$ cat src/sbt_pkg.sv
// Purpose: Shared constants and types for the SRAM boundary-scan test port.
// Assumes: Test pins are sampled by the 25 MHz system clock.
// Notes: Instruction codes other than all-zero are local encodings.
package sbt_pkg;

	// Register widths
	localparam int IR_W = 3;
	localparam int ID_W = 32;
	localparam int BSR_W = 75;

	// Instruction codes; codes not listed act as bypass
	localparam logic [IR_W-1:0] INS_EXTEST = 3'h0;
	localparam logic [IR_W-1:0] INS_IDCODE = 3'h1;
	localparam logic [IR_W-1:0] INS_SAMPLE_Z = 3'h2;
	localparam logic [IR_W-1:0] INS_SAMPLE = 3'h4;
	localparam logic [IR_W-1:0] INS_BYPASS = 3'h7;

	// Pattern loaded on instruction capture, low two bits are 01
	localparam logic [IR_W-1:0] IR_CAPTURE = 3'h1;

	// Identification code; value is arbitrary, bit 0 marks presence
	localparam logic [ID_W-1:0] ID_CODE = 32'h0a5a_5001;

	// Reset values
	localparam logic BYPASS_RST = 1'b0;
	localparam logic PIN_PULL_RST = 1'b1;
	localparam logic [2:0] PINS_RST = 3'h3;

	// Controller states, one-hot
	typedef enum logic [15:0] {
		ST_RESET = 16'h0001,
		ST_IDLE = 16'h0002,
		ST_SEL_DR = 16'h0004,
		ST_CAP_DR = 16'h0008,
		ST_SHIFT_DR = 16'h0010,
		ST_EXIT1_DR = 16'h0020,
		ST_PAUSE_DR = 16'h0040,
		ST_EXIT2_DR = 16'h0080,
		ST_UPD_DR = 16'h0100,
		ST_SEL_IR = 16'h0200,
		ST_CAP_IR = 16'h0400,
		ST_SHIFT_IR = 16'h0800,
		ST_EXIT1_IR = 16'h1000,
		ST_PAUSE_IR = 16'h2000,
		ST_EXIT2_IR = 16'h4000,
		ST_UPD_IR = 16'h8000
	} sbt_state_t;

	// Test pins as one group: clock, mode select, data in
	typedef struct packed {
		logic tck;
		logic tms;
		logic tdi;
	} sbt_pins_t;

	// Serial output pin pair
	typedef struct packed {
		logic data;
		logic oe;
	} sbt_tdo_t;

	// All state of the test port
	typedef struct packed {
		sbt_state_t state;
		logic [IR_W-1:0] ir;
		logic [IR_W-1:0] ir_sh;
		logic bypass;
		logic [ID_W-1:0] id_sh;
		logic [BSR_W-1:0] bsr;
		logic tck_d;
		logic mem_hiz;
		sbt_tdo_t tdo;
	} sbt_tap_t;

endpackage

$ cat src/sbt_tap.sv
// Purpose: Boundary-scan test access port of a synchronous burst SRAM.
// Assumes: Test clock is slow enough to be oversampled by the system clock.
// Notes: Test pins pass two flops; edges of the test clock are found here.
`timescale 1ns/100ps
module sbt_tap (
	// System clock, reset, enable
	input wire logic clock,
	input wire logic sys_rst,
	input wire logic ce,
	// Test pins from the external controller
	input wire logic tck,
	input wire logic tms,
	input wire logic tdi,
	// Serial data out pin, value and drive enable
	output logic tdo,
	output logic tdo_oe,
	// Memory pin ring and output control
	input wire logic [sbt_pkg::BSR_W-1:0] ring,
	output logic mem_hiz
);

	sbt_pkg::sbt_pins_t pins_a;
	sbt_pkg::sbt_pins_t pins_s;
	logic [sbt_pkg::BSR_W-1:0] ring_s;
	sbt_pkg::sbt_tap_t r_r;
	sbt_pkg::sbt_tap_t r_nxt;
	logic tck_rise;
	logic tck_fall;
	logic sel_lsb;

	// Controller state sequence
	function automatic sbt_pkg::sbt_state_t tap_next(input sbt_pkg::sbt_state_t s,
			input logic m);
		unique case (s)
			// Reset and idle
			sbt_pkg::ST_RESET: begin
				if (m) begin
					tap_next = sbt_pkg::ST_RESET;
				end else begin
					tap_next = sbt_pkg::ST_IDLE;
				end
			end
			sbt_pkg::ST_IDLE: begin
				if (m) begin
					tap_next = sbt_pkg::ST_SEL_DR;
				end else begin
					tap_next = sbt_pkg::ST_IDLE;
				end
			end
			// Data register column
			sbt_pkg::ST_SEL_DR: begin
				if (m) begin
					tap_next = sbt_pkg::ST_SEL_IR;
				end else begin
					tap_next = sbt_pkg::ST_CAP_DR;
				end
			end
			sbt_pkg::ST_CAP_DR: begin
				if (m) begin
					tap_next = sbt_pkg::ST_EXIT1_DR;
				end else begin
					tap_next = sbt_pkg::ST_SHIFT_DR;
				end
			end
			sbt_pkg::ST_SHIFT_DR: begin
				if (m) begin
					tap_next = sbt_pkg::ST_EXIT1_DR;
				end else begin
					tap_next = sbt_pkg::ST_SHIFT_DR;
				end
			end
			sbt_pkg::ST_EXIT1_DR: begin
				if (m) begin
					tap_next = sbt_pkg::ST_UPD_DR;
				end else begin
					tap_next = sbt_pkg::ST_PAUSE_DR;
				end
			end
			sbt_pkg::ST_PAUSE_DR: begin
				if (m) begin
					tap_next = sbt_pkg::ST_EXIT2_DR;
				end else begin
					tap_next = sbt_pkg::ST_PAUSE_DR;
				end
			end
			sbt_pkg::ST_EXIT2_DR: begin
				if (m) begin
					tap_next = sbt_pkg::ST_UPD_DR;
				end else begin
					tap_next = sbt_pkg::ST_SHIFT_DR;
				end
			end
			sbt_pkg::ST_UPD_DR: begin
				if (m) begin
					tap_next = sbt_pkg::ST_SEL_DR;
				end else begin
					tap_next = sbt_pkg::ST_IDLE;
				end
			end
			// Instruction register column
			sbt_pkg::ST_SEL_IR: begin
				if (m) begin
					tap_next = sbt_pkg::ST_RESET;
				end else begin
					tap_next = sbt_pkg::ST_CAP_IR;
				end
			end
			sbt_pkg::ST_CAP_IR: begin
				if (m) begin
					tap_next = sbt_pkg::ST_EXIT1_IR;
				end else begin
					tap_next = sbt_pkg::ST_SHIFT_IR;
				end
			end
			sbt_pkg::ST_SHIFT_IR: begin
				if (m) begin
					tap_next = sbt_pkg::ST_EXIT1_IR;
				end else begin
					tap_next = sbt_pkg::ST_SHIFT_IR;
				end
			end
			sbt_pkg::ST_EXIT1_IR: begin
				if (m) begin
					tap_next = sbt_pkg::ST_UPD_IR;
				end else begin
					tap_next = sbt_pkg::ST_PAUSE_IR;
				end
			end
			sbt_pkg::ST_PAUSE_IR: begin
				if (m) begin
					tap_next = sbt_pkg::ST_EXIT2_IR;
				end else begin
					tap_next = sbt_pkg::ST_PAUSE_IR;
				end
			end
			sbt_pkg::ST_EXIT2_IR: begin
				if (m) begin
					tap_next = sbt_pkg::ST_UPD_IR;
				end else begin
					tap_next = sbt_pkg::ST_SHIFT_IR;
				end
			end
			sbt_pkg::ST_UPD_IR: begin
				if (m) begin
					tap_next = sbt_pkg::ST_SEL_DR;
				end else begin
					tap_next = sbt_pkg::ST_IDLE;
				end
			end
			// Illegal codes fall back to reset
			default: begin
				tap_next = sbt_pkg::ST_RESET;
			end
		endcase
	endfunction

	// Instructions that tristate the memory outputs
	function automatic logic hiz_ins(input logic [sbt_pkg::IR_W-1:0] i);
		hiz_ins = (i == sbt_pkg::INS_EXTEST) || (i == sbt_pkg::INS_SAMPLE_Z);
	endfunction

	// Instructions that place the pin ring in the path
	function automatic logic ring_ins(input logic [sbt_pkg::IR_W-1:0] i);
		ring_ins = (i == sbt_pkg::INS_EXTEST) || (i == sbt_pkg::INS_SAMPLE)
				|| (i == sbt_pkg::INS_SAMPLE_Z);
	endfunction

	// Test pins through two flops; pulls read high until sampled
	assign pins_a.tck = tck;
	assign pins_a.tms = tms;
	assign pins_a.tdi = tdi;

	sbt_sync #(
		.WIDTH($bits(sbt_pkg::sbt_pins_t)),
		.RST_VAL(sbt_pkg::PINS_RST)
	) u_pin_sync (
		.clock(clock),
		.sys_rst(sys_rst),
		.ce(ce),
		.d(pins_a),
		.q(pins_s)
	);

	// Memory pin ring through two flops
	sbt_sync #(
		.WIDTH(sbt_pkg::BSR_W),
		.RST_VAL('0)
	) u_ring_sync (
		.clock(clock),
		.sys_rst(sys_rst),
		.ce(ce),
		.d(ring),
		.q(ring_s)
	);

	// Test clock edges; a held-low clock never advances the port
	assign tck_rise = pins_s.tck & ~r_r.tck_d;
	assign tck_fall = ~pins_s.tck & r_r.tck_d;

	// Low bit of the one register in the serial path
	always_comb begin
		sel_lsb = r_r.bypass;
		if (r_r.state == sbt_pkg::ST_SHIFT_IR) begin
			sel_lsb = r_r.ir_sh[0];
		end else if (r_r.ir == sbt_pkg::INS_IDCODE) begin
			sel_lsb = r_r.id_sh[0];
		end else if (ring_ins(r_r.ir)) begin
			sel_lsb = r_r.bsr[0];
		end
	end

	// Next state of the whole port
	always_comb begin
		r_nxt = r_r;
		r_nxt.tck_d = pins_s.tck;
		if (tck_rise) begin
			// Register actions for the state in force at this edge
			unique case (r_r.state)
				sbt_pkg::ST_CAP_IR: begin
					r_nxt.ir_sh = sbt_pkg::IR_CAPTURE;
				end
				sbt_pkg::ST_SHIFT_IR: begin
					r_nxt.ir_sh = {pins_s.tdi, r_r.ir_sh[sbt_pkg::IR_W-1:1]};
				end
				sbt_pkg::ST_UPD_IR: begin
					r_nxt.ir = r_r.ir_sh;
					r_nxt.mem_hiz = hiz_ins(r_r.ir_sh);
					if (r_r.ir_sh == sbt_pkg::INS_BYPASS) begin
						r_nxt.bypass = sbt_pkg::BYPASS_RST;
					end
				end
				sbt_pkg::ST_CAP_DR: begin
					if (r_r.ir == sbt_pkg::INS_IDCODE) begin
						r_nxt.id_sh = sbt_pkg::ID_CODE;
					end else if (ring_ins(r_r.ir)) begin
						r_nxt.bsr = ring_s;
					end else begin
						r_nxt.bypass = sbt_pkg::BYPASS_RST;
					end
				end
				sbt_pkg::ST_SHIFT_DR: begin
					if (r_r.ir == sbt_pkg::INS_IDCODE) begin
						r_nxt.id_sh = {pins_s.tdi, r_r.id_sh[sbt_pkg::ID_W-1:1]};
					end else if (ring_ins(r_r.ir)) begin
						r_nxt.bsr = {pins_s.tdi, r_r.bsr[sbt_pkg::BSR_W-1:1]};
					end else begin
						r_nxt.bypass = pins_s.tdi;
					end
				end
				default: begin
				end
			endcase
			// Advance the controller on sampled mode select
			r_nxt.state = tap_next(r_r.state, pins_s.tms);
			// Entering reset restores the identification instruction
			if (r_nxt.state == sbt_pkg::ST_RESET) begin
				r_nxt.ir = sbt_pkg::INS_IDCODE;
				r_nxt.mem_hiz = 1'b0;
			end
		end
		// Serial output changes only on the falling test-clock edge
		if (tck_fall) begin
			r_nxt.tdo.oe = (r_r.state == sbt_pkg::ST_SHIFT_IR)
					|| (r_r.state == sbt_pkg::ST_SHIFT_DR);
			r_nxt.tdo.data = sel_lsb;
		end
	end

	// Power-up reset and state register, frozen while enable is low
	always_ff @(posedge clock) begin
		if (sys_rst) begin
			r_r.state <= sbt_pkg::ST_RESET;
			r_r.ir <= sbt_pkg::INS_IDCODE;
			r_r.ir_sh <= sbt_pkg::INS_IDCODE;
			r_r.bypass <= sbt_pkg::BYPASS_RST;
			r_r.id_sh <= sbt_pkg::ID_CODE;
			r_r.bsr <= '0;
			r_r.tck_d <= 1'b0;
			r_r.mem_hiz <= 1'b0;
			r_r.tdo.data <= sbt_pkg::PIN_PULL_RST;
			r_r.tdo.oe <= 1'b0;
		end else if (ce) begin
			r_r <= r_nxt;
		end
	end

	// Outputs straight from flops
	assign tdo = r_r.tdo.data;
	assign tdo_oe = r_r.tdo.oe;
	assign mem_hiz = r_r.mem_hiz;

endmodule

$ cat src/sbt_sync.sv
// Purpose: Two-flop synchroniser for signals from outside the clock domain.
// Assumes: Each bit is an independent level.
// Notes: The first stage feeds only the second stage.
`timescale 1ns/100ps
module sbt_sync #(
	parameter int WIDTH = 1,
	parameter logic [WIDTH-1:0] RST_VAL = '0
) (
	// Clock, reset, enable
	input wire logic clock,
	input wire logic sys_rst,
	input wire logic ce,
	// Asynchronous input and synchronised output
	input wire logic [WIDTH-1:0] d,
	output logic [WIDTH-1:0] q
);

	typedef struct packed {
		logic [WIDTH-1:0] s2;
		logic [WIDTH-1:0] s1;
	} sbt_sync_t;

	sbt_sync_t r_r;
	sbt_sync_t r_nxt;

	// Shift one stage per clock
	always_comb begin
		r_nxt.s1 = d;
		r_nxt.s2 = r_r.s1;
	end

	// Register stages, frozen while enable is low
	always_ff @(posedge clock) begin
		if (sys_rst) begin
			r_r.s1 <= RST_VAL;
			r_r.s2 <= RST_VAL;
		end else if (ce) begin
			r_r <= r_nxt;
		end
	end

	assign q = r_r.s2;

endmodule

$ cat config.mk
export PLATFORM = sky130hd
export DESIGN_NAME = sbt_tap
export DESIGN_NICKNAME = d
export VERILOG_FILES = /design/src/sbt_pkg.sv /design/src/sbt_tap.sv /design/src/sbt_sync.sv
export SDC_FILE = /design/constraint.sdc
export NUM_CORES = 1
export LEC_CHECK = 0
export BUFFER_PORTS_ARGS = -buffer_cell sky130_fd_sc_hd__clkbuf_2
export CORE_MARGIN = 4
export CORE_UTILIZATION = 35
export DETAILED_ROUTE_END_ITERATION = 8
export GPL_TIMING_DRIVEN = 0
export PLACE_DENSITY_LB_ADDON = 0.25
export SYNTH_ARGS = -nofsm -noshare
export SYNTH_HDL_FRONTEND = slang
export SYNTH_HIERARCHICAL = 1
export SYNTH_SLANG_ARGS = --single-unit
$ cat constraint.sdc
create_clock -name clock -period 4.2 [get_ports clock]
set_input_delay 0.84 -clock clock [delete_from_list [all_inputs] [get_ports clock]]
set_output_delay 0.84 -clock clock [all_outputs]
set_load 0.1 [all_outputs]
==> flow_summary_export.csv, run 1 <==
group,metric,value,unit
clock_tree,clkLatencyLatePin,0.51,ns
floorplanning,die_h,191.6,µm
worst_hold_path,hold_path.startpoint,"r_r[107]",
grt,grt_max_degree,13,
floorplanning,fp-row-count,66,
timing,finalHoldViolCount,0,
synth,syn_area,11800,µm²
cells_and_area,drive_gt1_frac,0.1610,
clock_tree,ctsLongestPathBuffers,3,
worst_hold_path,hp-class,"flip-flop to flip-flop",
critical_path,worst_ep_arrival_time,3.52,ns
clock_tree,cts-resized-gates,0,
cells_and_area,nets,1467,
route,drtIter0Drc,510,
power,powerDensity,445.3,nW/µm²
grt,grtUsageTotal,0.1477,
synth,synth_top_area_cell,"dfxtp_1",
placed_design,place_congestion,0.8404,
clock_tree,cts_hold_buf,0,
timing,rsz0062_at_grt,"no",
route,vias_per_cell,4.903,
timing,finalSetupTns,0,ns
route,drtAntennaViolNets,0,
synth,synth.area.top_cells,"dfxtp_1, mux2i_1, nor2_1",
critical_path,start_kind,"flip-flop",
clock_tree,cts_setup_buffers,0,
grt,grt_pass1_wl,45090,µm
grt,grt_pass1_vias,8974,
synth,yosys_warnings,6,
timing,finalSetupViolations,0,
grt,antenna_found_initial,4,
flow_run,maxCapViolations,0,
placed_design,port_buffers,83,
timing,max_freq,323.7,MHz
route,drc,0,
synth,synth_top_area_frac,0.4919,
route,dr.pass1.iters,5,
critical_path,cp_max_fo,10,
grt,grt.overflow.total,0,
timing,holdWs,0.4510,ns
clock_tree,cts_sinks,290,
critical_path,ff2ff_path_depth,8,
synth,syn-num-nets,1348,
synth,ys_types,53,
worst_hold_path,min_path_cells,2,
outcome,status,"completed",
synth,synth_async_sr_flop_share,0,
critical_path,cp.required,4.63,ns
clock_tree,cts_root_buf,"clkbuf_16",
timing,period_share,0.7356,
timing,fin_crit,3.089,ns
synth,synth-edff-count,0,
floorplanning,initial_core_util,0.3591,
clock_tree,htree_num_levels,2,
cells_and_area,final.fill_count,3339,
floorplanning,coreArea,32870,µm²
clock_tree,clkTransAtPathRegs,0.06,ns
route,routed_wl,26940,µm
power,p_leak,5.345,nW
floorplanning,die_area,36720,µm²
synth,synth-seq-cells,290,
clock_tree,numCtsBuffers,34,
synth,syn_avg_cell_area,9.314,µm²
power,peakVddDrop,0.2524,mV
clock_tree,tritoncts,"yes",
synth,ys_seq_area_frac,0.4919,
critical_path,endpoint_kind,"flip-flop",
worst_hold_path,whs_endpoint,"r_r[107]",
timing,fin_skew,0.01922,ns
critical_path,reg2reg_to,"r_r[109]",
critical_path,r2r_setup_slack,1.11,ns
critical_path,critPathKind,"flip-flop to flip-flop",
timing,relSlewSlack,0.4673,
cells_and_area,antenna-diode-count,0,
cells_and_area,area_growth,17.96,%
route,via_count,9080,
floorplanning,die_w,191.6,µm
timing,worstMarginPinSlew,0.7990,ns
synth,ys.flop_type,"dfxtp_1",
synth,synthCells,1267,
route,routedWlPerCell,14.54,µm
critical_path,r2r_start,"r_r[132]",
timing,slew_viol_final,0,
floorplanning,ioPinCount,84,
placed_design,dp.final_hpwl,18610,µm
==> state kept, by name (all words and copies together) (netlist names) <==
signal / count
mem_hiz: 1
u_pin_sync/r_nxt: 3
u_ring_sync/q: 75
tdo: 1
u_ring_sync/r_nxt: 75
u_pin_sync/q: 3
tdo_oe: 1
r_r: 131
==> through the flow <==
step | std cells | instance area, µm² | util | setup WS (ns) | total power [mW]
after CTS | 1852 | 13920 | 0.4236 | 1.009 | 6.292
final | 1852 | 13920 | 0.4236 | 1.111 | 6.199
after floorplan | 1267 | 11800 | - | 1.710 | 3.132
after global routing | 1852 | 13920 | 0.4236 | 0.8049 | 6.447
after detailed placement | 1792 | 12770 | 0.3885 | 1.042 | 3.241
after global placement | 1792 | 12770 | 0.3885 | 1.062 | 3.234
==> report_power, final <==
part / switching [mW] / internal [mW] / total (mW) / leakage [nW]
clock network: 1.14 / 1.88 / 3.02 / 0.567
registers: 0.0430 / 2.82 / 2.87 / 2.36
logic: 0.168 / 0.141 / 0.309 / 2.42
total: 1.35 / 4.84 / 6.20 / 5.34
==> layout by cell type (no fill, tap or decap), drive strengths merged, types with 3 or more instances in the layout <==
master   instances
o21bai           9
nor2           259
nand3b           6
nor4             9
xnor2            4
mux2i          154
clkinv           6
nor3b            6
nand2b           4
dfxtp          290
and3             3
nor2b            6
bufinv           4
a211o            6
a21oi           36
or2              4
nand2          182
a22oi           10
nor4b            4
or4              7
nand3           28
o211ai           6
buf             49
nor3            15
o2111ai          4
and2             3
a311oi          75
clkbuf         191
xor2             3
o21ai            7
inv              3
==> worst max-delay path, stage by stage, from the launching register on <==
cell and delay, ns:
dfxtp_1 0.30, clkbuf_1 0.19, or4_1 0.50, buf_2 0.18, nor4_4 0.69, clkbuf_1 0.41, clkbuf_1 0.45, nand3_1 0.14
a21oi_1 0.15
==> layer usage <==
layer  up-vias  GRT usage  routed length [µm]
met5         -          0                  47
met4         8    0.03867                 559
met3        42    0.03235                1142
li1       4620          -                   -
met2       138     0.2424               12230
met1      4272     0.1979               12960
==> worst max-delay path by stage <==
| stage | start | end | slack (ns) | cells after the start |
|---|---|---|---|---|
| floorplan | r_r[130] | r_r[118] | 1.71 | 9 |
| global placement | r_r[130] | r_r[94] | 1.06 | 8 |
| detailed placement | r_r[132] | r_r[94] | 1.04 | 8 |
| CTS | r_r[132] | r_r[109] | 1.01 | 8 |
| global route | r_r[132] | r_r[94] | 0.80 | 8 |
| finish | r_r[132] | r_r[109] | 1.11 | 8 |
==> synth_stat cells (9+ instances only) <==
master,n
nor2_1,258
a311oi_1,45
buf_2,15
nand2_1,182
a22oi_1,10
buf_4,15
nor3_1,15
clkbuf_1,60
mux2i_1,154
dfxtp_1,290
nand3_1,28
a311oi_2,30
buf_8,11
o21bai_1,9
a21oi_1,36
==> logic make-up (layout without fill, tap and decap cells) <==
family	Yosys count	count (layout)	share of synthesized area
compound gates	162	162	0.1192
simple gates	543	543	0.1977
xor+xnor	7	7	0.005195
buf+inv	111	254	0.05534
flops	290	290	0.4919
mux	154	154	0.1306
==> area by class of cell <==
type / count / area (µm²) / area share
plain buffers: 109 / 645.6 / 0.04638
repair buffers: 83 / 415.4 / 0.02984
well taps: 442 / 553.0 / 0.03973
clock inverters: 12 / 166.4 / 0.01195
inverters: 2 / 7.507 / 0.0005393
multi-input cells: 866 / 5343 / 0.3838
flip-flops and latches: 290 / 5806 / 0.4170
clock buffers: 48 / 984.7 / 0.07073
Note: power is estimated with default switching activity, not from simulation.
==> run 2: changes to the inputs <==
Clock period 4.2 ns to 3 ns, I/O delays scaled along.
==> run 2 against run 1 <==
  * Combinational power is 40% higher
  * Count of clock-buffer cells in the layout stayed put
  * Non-clock buffer count is 1 higher
  * Routed wire length is 0.27% lower
  * Via count is 0.18% lower
  * Worst setup slack worse by 0.96 ns
  * Fmax is 8.3% higher
  * Critical path type unchanged
==> flow_summary_export.csv, run 2 (same netlist as run 1, synthesis figures left out) <==
group,metric,value,unit
placed_design,place_congestion,0.8404,
route,vias_per_cell,4.892,
timing,rsz0062_at_grt,"yes",
critical_path,crit_top_cell,"buf_6",
placed_design,port_buffers,83,
critical_path,crit_family,"simple AND/OR/NAND/NOR gates",
worst_hold_path,hp-class,"primary input to flip-flop",
cells_and_area,antenna-diode-count,0,
power,peakVddDrop,0.3532,mV
critical_path,cp.required,3.40,ns
grt,grt_pass1_vias,8973,
grt,grt_pass1_wl,45090,µm
floorplanning,ioPinCount,84,
grt,grt_max_degree,13,
critical_path,critPathKind,"flip-flop to flip-flop",
floorplanning,initial_core_util,0.3591,
timing,relSlewSlack,0.4892,
route,routed_wl,26860,µm
route,dr.pass1.iters,5,
floorplanning,coreArea,32870,µm²
floorplanning,die_h,191.6,µm
timing,period_share,0.9508,
clock_tree,clkLatencyLatePin,0.51,ns
clock_tree,cts_sinks,290,
critical_path,slowest_stage,"or4_1",
cells_and_area,final_cell_mix,"dfxtp_1, nor2_1, nand2_1",
cells_and_area,largest_register,"r_r",
critical_path,crit_chain,"clkbuf_1 -> or4_1 -> buf_2 -> or3_4 -> nor2_4 -> and3_1 -> buf_4 -> buf_6 -> buf_6 -> nor2_1 -> a311oi_2",
cells_and_area,area_growth,18.28,%
grt,antenna_found_initial,4,
floorplanning,fp-row-count,66,
floorplanning,die_w,191.6,µm
timing,max_freq,350.6,MHz
critical_path,cp_max_fo,10,
clock_tree,ctsLongestPathBuffers,3,
power,power.total,8.671,mW
timing,finalSetupViolations,0,
cells_and_area,final.fill_count,3341,
grt,grt.overflow.total,0,
route,routedWlPerCell,14.50,µm
timing,finalSetupTns,0,ns
timing,fin_skew,0.02036,ns
route,drtAntennaViolNets,0,
power,p_leak,5.357,nW
clock_tree,numCtsBuffers,34,
placed_design,place_ws,-0.1581,ns
clock_tree,clkTransAtPathRegs,0.06,ns
power,powerDensity,621.2,nW/µm²
outcome,status,"completed",
route,drc,0,
critical_path,start_kind,"flip-flop",
timing,fin_crit,2.852,ns
cells_and_area,drive_gt1_frac,0.1651,
flow_run,maxCapViolations,0,
timing,finalHoldViolCount,0,
timing,layout_setup_ws,0.1476,ns
clock_tree,cts_root_buf,"clkbuf_16",
timing,slew_viol_final,0,
critical_path,crit_buf_inv,5,
cells_and_area,nets,1468,
timing,worstMarginPinSlew,0.7662,ns
placed_design,dp.final_hpwl,18610,µm
cells_and_area,final_common_cell,"dfxtp_1",
floorplanning,die_area,36720,µm²
route,drtIter0Drc,483,
critical_path,worst_ep_arrival_time,3.25,ns
critical_path,endpoint_kind,"flip-flop",
critical_path,crit_path_max_incr_delay,0.50,ns
route,via_count,9064,
clock_tree,htree_num_levels,2,
clock_tree,tritoncts,"yes",
cells_and_area,largest_reg_flops,131,
grt,grtUsageTotal,0.1475,
-- run 2: repair_timing --
item	4_1_cts	5_1_grt
gates resized for setup	0	6
cloned	0	0
buffers inserted	2	0
endpoints found under the setup margin	24	13
pin swaps	1	0
hold buffers	0	0
-- run 2: path summary, 6_finish.rpt --
check | depth (start not counted) | startpoint | slack [ns] | endpoint
setup / recovery | 11 | r_r[132] | 0.15 | r_r[39]
hold / removal | 2 | tdi | 0.31 | u_pin_sync/r_nxt[3]
setup reg to reg | 11 | r_r[132] | 0.15 | r_r[39]
hold reg to reg | 2 | r_r[107] | 0.45 | r_r[107]
-- run 2: power breakdown --
| group | total (mW) | internal [mW] | switching (mW) | leakage (nW) |
|---|---|---|---|---|
| registers | 4.01 | 3.95 | 0.0603 | 2.36 |
| logic | 0.433 | 0.197 | 0.235 | 2.43 |
| clock network | 4.23 | 2.63 | 1.59 | 0.567 |
| total | 8.67 | 6.78 | 1.89 | 5.36 |
-- run 2: routing by layer --
| metal | routed length, µm | GRT usage |
|---|---|---|
| met1 | 12890 | 0.1978 |
| met2 | 12190 | 0.2419 |
| met3 | 1181 | 0.03235 |
| met4 | 557 | 0.03867 |
| met5 | 47 | 0 |
-- run 2: through the flow --
stage / instances / utilization / hold WS, ns / cell area, µm²
after floorplan: 1267 / - / 0.4268 / 11800
after global placement: 1792 / 0.3885 / 0.4376 / 12770
after detailed placement: 1792 / 0.3885 / 0.4437 / 12770
after CTS: 1853 / 0.4239 / 0.2955 / 13930
after global routing: 1853 / 0.4247 / 0.3115 / 13960
final: 1853 / 0.4247 / 0.3143 / 13960
-- run 2: final cells by class --
type	instances	area [µm²]	share of cell area
multi-input combinational	866	5364	0.3843
tap	442	553.0	0.03962
clock inverter	12	166.4	0.01192
buffer	108	646.9	0.04634
inverter	2	7.507	0.0005378
clock buffer	48	984.7	0.07054
sequential	290	5806	0.4159
timing repair buffer	85	430.4	0.03084
-- run 2: worst register-to-register path: cells and delay by family, from the launching register on --
family	cells	cell delay, ns
AND/OR/NAND/NOR	5	1.35
flip-flops	1	0.30
AO/OA/AOI/OAI	1	0.26
buffers and inverters	5	0.85
==> run 3: changes to the inputs <==
Settings changed: ABC_AREA set to 1, MAX_ROUTING_LAYER set to met4.
Clock period 3 ns to 2.4 ns, I/O delays scaled along.
==> run 3 against run 2 <==
  * Fmax rose by 34%
  * Power is 25% higher
  * Register-to-register slack improved by 0.12 ns
  * Critical path type unchanged
  * Largest cell class unchanged
==> flow_summary_export.csv, run 3 <==
group,metric,value,unit
clock_tree,cts_root_buf,"clkbuf_16",
timing,holdWs,0.1360,ns
route,routedWlPerCell,11.63,µm
clock_tree,cts_hold_buf,0,
cells_and_area,final_common_cell,"nand2_1",
critical_path,start_kind,"flip-flop",
power,seqPwrFrac,0.472,
critical_path,critPathKind,"flip-flop to flip-flop",
cells_and_area,largest_register,"r_r",
timing,fin_skew,0.01842,ns
flow_run,maxCapViolations,0,
synth,yosysMostFrequentCell,"nand2_1",
worst_hold_path,whs_endpoint,"u_pin_sync/r_nxt[4]",
timing,relSlewSlack,0.4934,
placed_design,place_congestion,0.8591,
floorplanning,fp-row-count,70,
timing,fin_crit,2.132,ns
critical_path,r2r_setup_slack,0.27,ns
route,via_count,10990,
clock_tree,cts_setup_buffers,0,
floorplanning,ioPinCount,84,
placed_design,dp.final_hpwl,20560,µm
critical_path,cp.required,2.89,ns
power,switching_share,0.2397,
power,powerDensity,720.3,nW/µm²
synth,synth.area.top_cells,"dfxtp_1, nand2_1, nor2_1",
route,dr.pass1.iters,5,
cells_and_area,nets,2060,
critical_path,r2r_start,"r_r[130]",
timing,period_share,0.8884,
clock_tree,clkLatencyLatePin,0.56,ns
timing,rsz0062_at_grt,"no",
timing,finalSetupViolations,0,
synth,synthCells,1863,
synth,syn-num-nets,1944,
synth,syn_area,12990,µm²
clock_tree,htree_num_levels,1,
worst_hold_path,min_path_cells,3,
timing,slew_viol_final,0,
synth,synth-seq-cells,290,
floorplanning,coreArea,36610,µm²
cells_and_area,area_growth,15.59,%
critical_path,reg2reg_to,"r_r[4]",
synth,synth_top_area_frac,0.4470,
floorplanning,initial_core_util,0.3548,
synth,syn_avg_cell_area,6.971,µm²
critical_path,ff2ff_path_depth,9,
grt,grt_max_degree,16,
placed_design,port_buffers,83,
floorplanning,die_h,200.6,µm
power,power.total,10.81,mW
route,drtIter0Drc,338,
route,routed_wl,28710,µm
clock_tree,cts_sinks,290,
grt,grt_pass1_vias,10670,
cells_and_area,largest_reg_flops,131,
synth,ys.flop_type,"dfxtp_1",
floorplanning,die_w,200.6,µm
grt,antenna_found_initial,0,
power,p_leak,6.963,nW
critical_path,cp-startpoint,"r_r[130]",
route,drtAntennaViolNets,0,
floorplanning,die_area,40250,µm²
synth,ys_seq_area_frac,0.4470,
clock_tree,numCtsBuffers,31,
route,drc,0,
timing,max_freq,469.0,MHz
power,power_switching,2.592,mW
synth,synth_top_area_cell,"dfxtp_1",
timing,finalSetupTns,0,ns
critical_path,endpoint_kind,"flip-flop",
clock_tree,tritoncts,"yes",
cells_and_area,antenna-diode-count,0,
critical_path,cp_max_fo,10,
synth,yosys_warnings,6,
synth,synth_async_sr_flop_share,0,
route,vias_per_cell,4.450,
power,peakVddDrop,0.6043,mV
synth,ys_top_cells_by_count,"nand2_1, nor2_1, dfxtp_1",
cells_and_area,final_cell_mix,"nand2_1, nor2_1, dfxtp_1",
placed_design,post_dp_cell_area,13990,µm²
clock_tree,clkTransAtPathRegs,0.06,ns
timing,finalHoldViolCount,0,
grt,grtUsageTotal,0.1433,
grt,grt.overflow.total,0,
synth,ys_types,36,
clock_tree,cts-resized-gates,0,
worst_hold_path,hp-class,"primary input to flip-flop",
critical_path,worst_ep_arrival_time,2.62,ns
outcome,status,"completed",
worst_hold_path,hold_path.startpoint,"tms",
timing,worstMarginPinSlew,0.7599,ns
power,p_int,8.221,mW
power,power.combinational.fraction,0.092,
synth,synth-edff-count,0,
grt,grt_pass1_wl,48820,µm
clock_tree,ctsLongestPathBuffers,3,
cells_and_area,design_area,15010,µm²
cells_and_area,drive_gt1_frac,0.1384,
power,p_clk_frac,0.436,
[run 3: cell count changes after synthesis, moves of 50 or more]
| cell | previous run | this run |
|---|---|---|
| o21ai_0 | 6 | 134 |
| nand2_1 | 182 | 446 |
| nor2_1 | 258 | 308 |
| mux2i_1 | 154 | 0 |
| inv_1 | 2 | 272 |
| a21oi_1 | 36 | 116 |
[run 3: worst max-delay path by stage]
| stage | to | slack, ns | depth (start not counted) |
|---|---|---|---|
| floorplan | r_r[29] | 0.66 | 9 |
| global placement | r_r[112] | -0.18 | 6 |
| detailed placement | r_r[91] | -0.21 | 6 |
| CTS | r_r[4] | 0.27 | 9 |
| global route | r_r[63] | 0.13 | 8 |
| finish | r_r[4] | 0.27 | 9 |
[run 3: through the flow]
stage / setup slack [ns] / utilization / std cells
final: 0.2678 / 0.4100 / 2469
after global routing: 0.1293 / 0.4100 / 2469
after CTS: 0.2733 / 0.4100 / 2469
after detailed placement: -0.2142 / 0.3821 / 2414
after global placement: -0.1809 / 0.3821 / 2414
after floorplan: 0.6633 / - / 1863
[run 3: cell type report]
type | count | area, µm²
buffer | 109 | 823.3
sequential | 290 | 5806
clock buffer | 50 | 967.2
inverter | 279 | 1055
fill | 3843 | 21600
multi-input combinational | 1185 | 5304
clock inverter | 5 | 56.30
tap | 468 | 585.6
timing repair buffer | 83 | 415.4
[run 3: layer usage]
| layer | track usage | part of all wire | vias up |
|---|---|---|---|
| met5 | - | 0 | - |
| met4 | 0.03933 | 0.021 | 0 |
| met3 | 0.02165 | 0.040 | 43 |
| met2 | 0.2483 | 0.47 | 145 |
| met1 | 0.1748 | 0.47 | 4877 |
| li1 | - | - | 5922 |
[run 3: critical path, cell delays in order, from the launching register on]
cell      delay (ns)
dfxtp_1         0.33
nor2_2          0.16
nand2_2         0.16
nor2_8          0.21
nand2_2         0.16
buf_6           0.19
clkbuf_1        0.26
o21ai_0         0.34
o21ai_0         0.15
nor2_1          0.11
[run 3: cells by family (layout without fill, tap and decap cells)]
logic type,Yosys count,after routing,share of synthesized area
buffers and inverters,388,526,0.1446
AND/OR/NAND/NOR,854,854,0.2670
AO/OA/AOI/OAI,331,331,0.1414
flip-flops,290,290,0.4470
[run 3: power by group through the flow]
stage / registers, mW / clock network, mW / logic [mW]
after global routing: 5.13 / 5.06 / 1.16
final: 5.11 / 4.72 / 0.991
after detailed placement: 5.21 / 0 / 1.00
after CTS: 5.11 / 4.85 / 1.01
after floorplan: 5.20 / 0 / 0.742
after global placement: 5.21 / 0 / 0.990
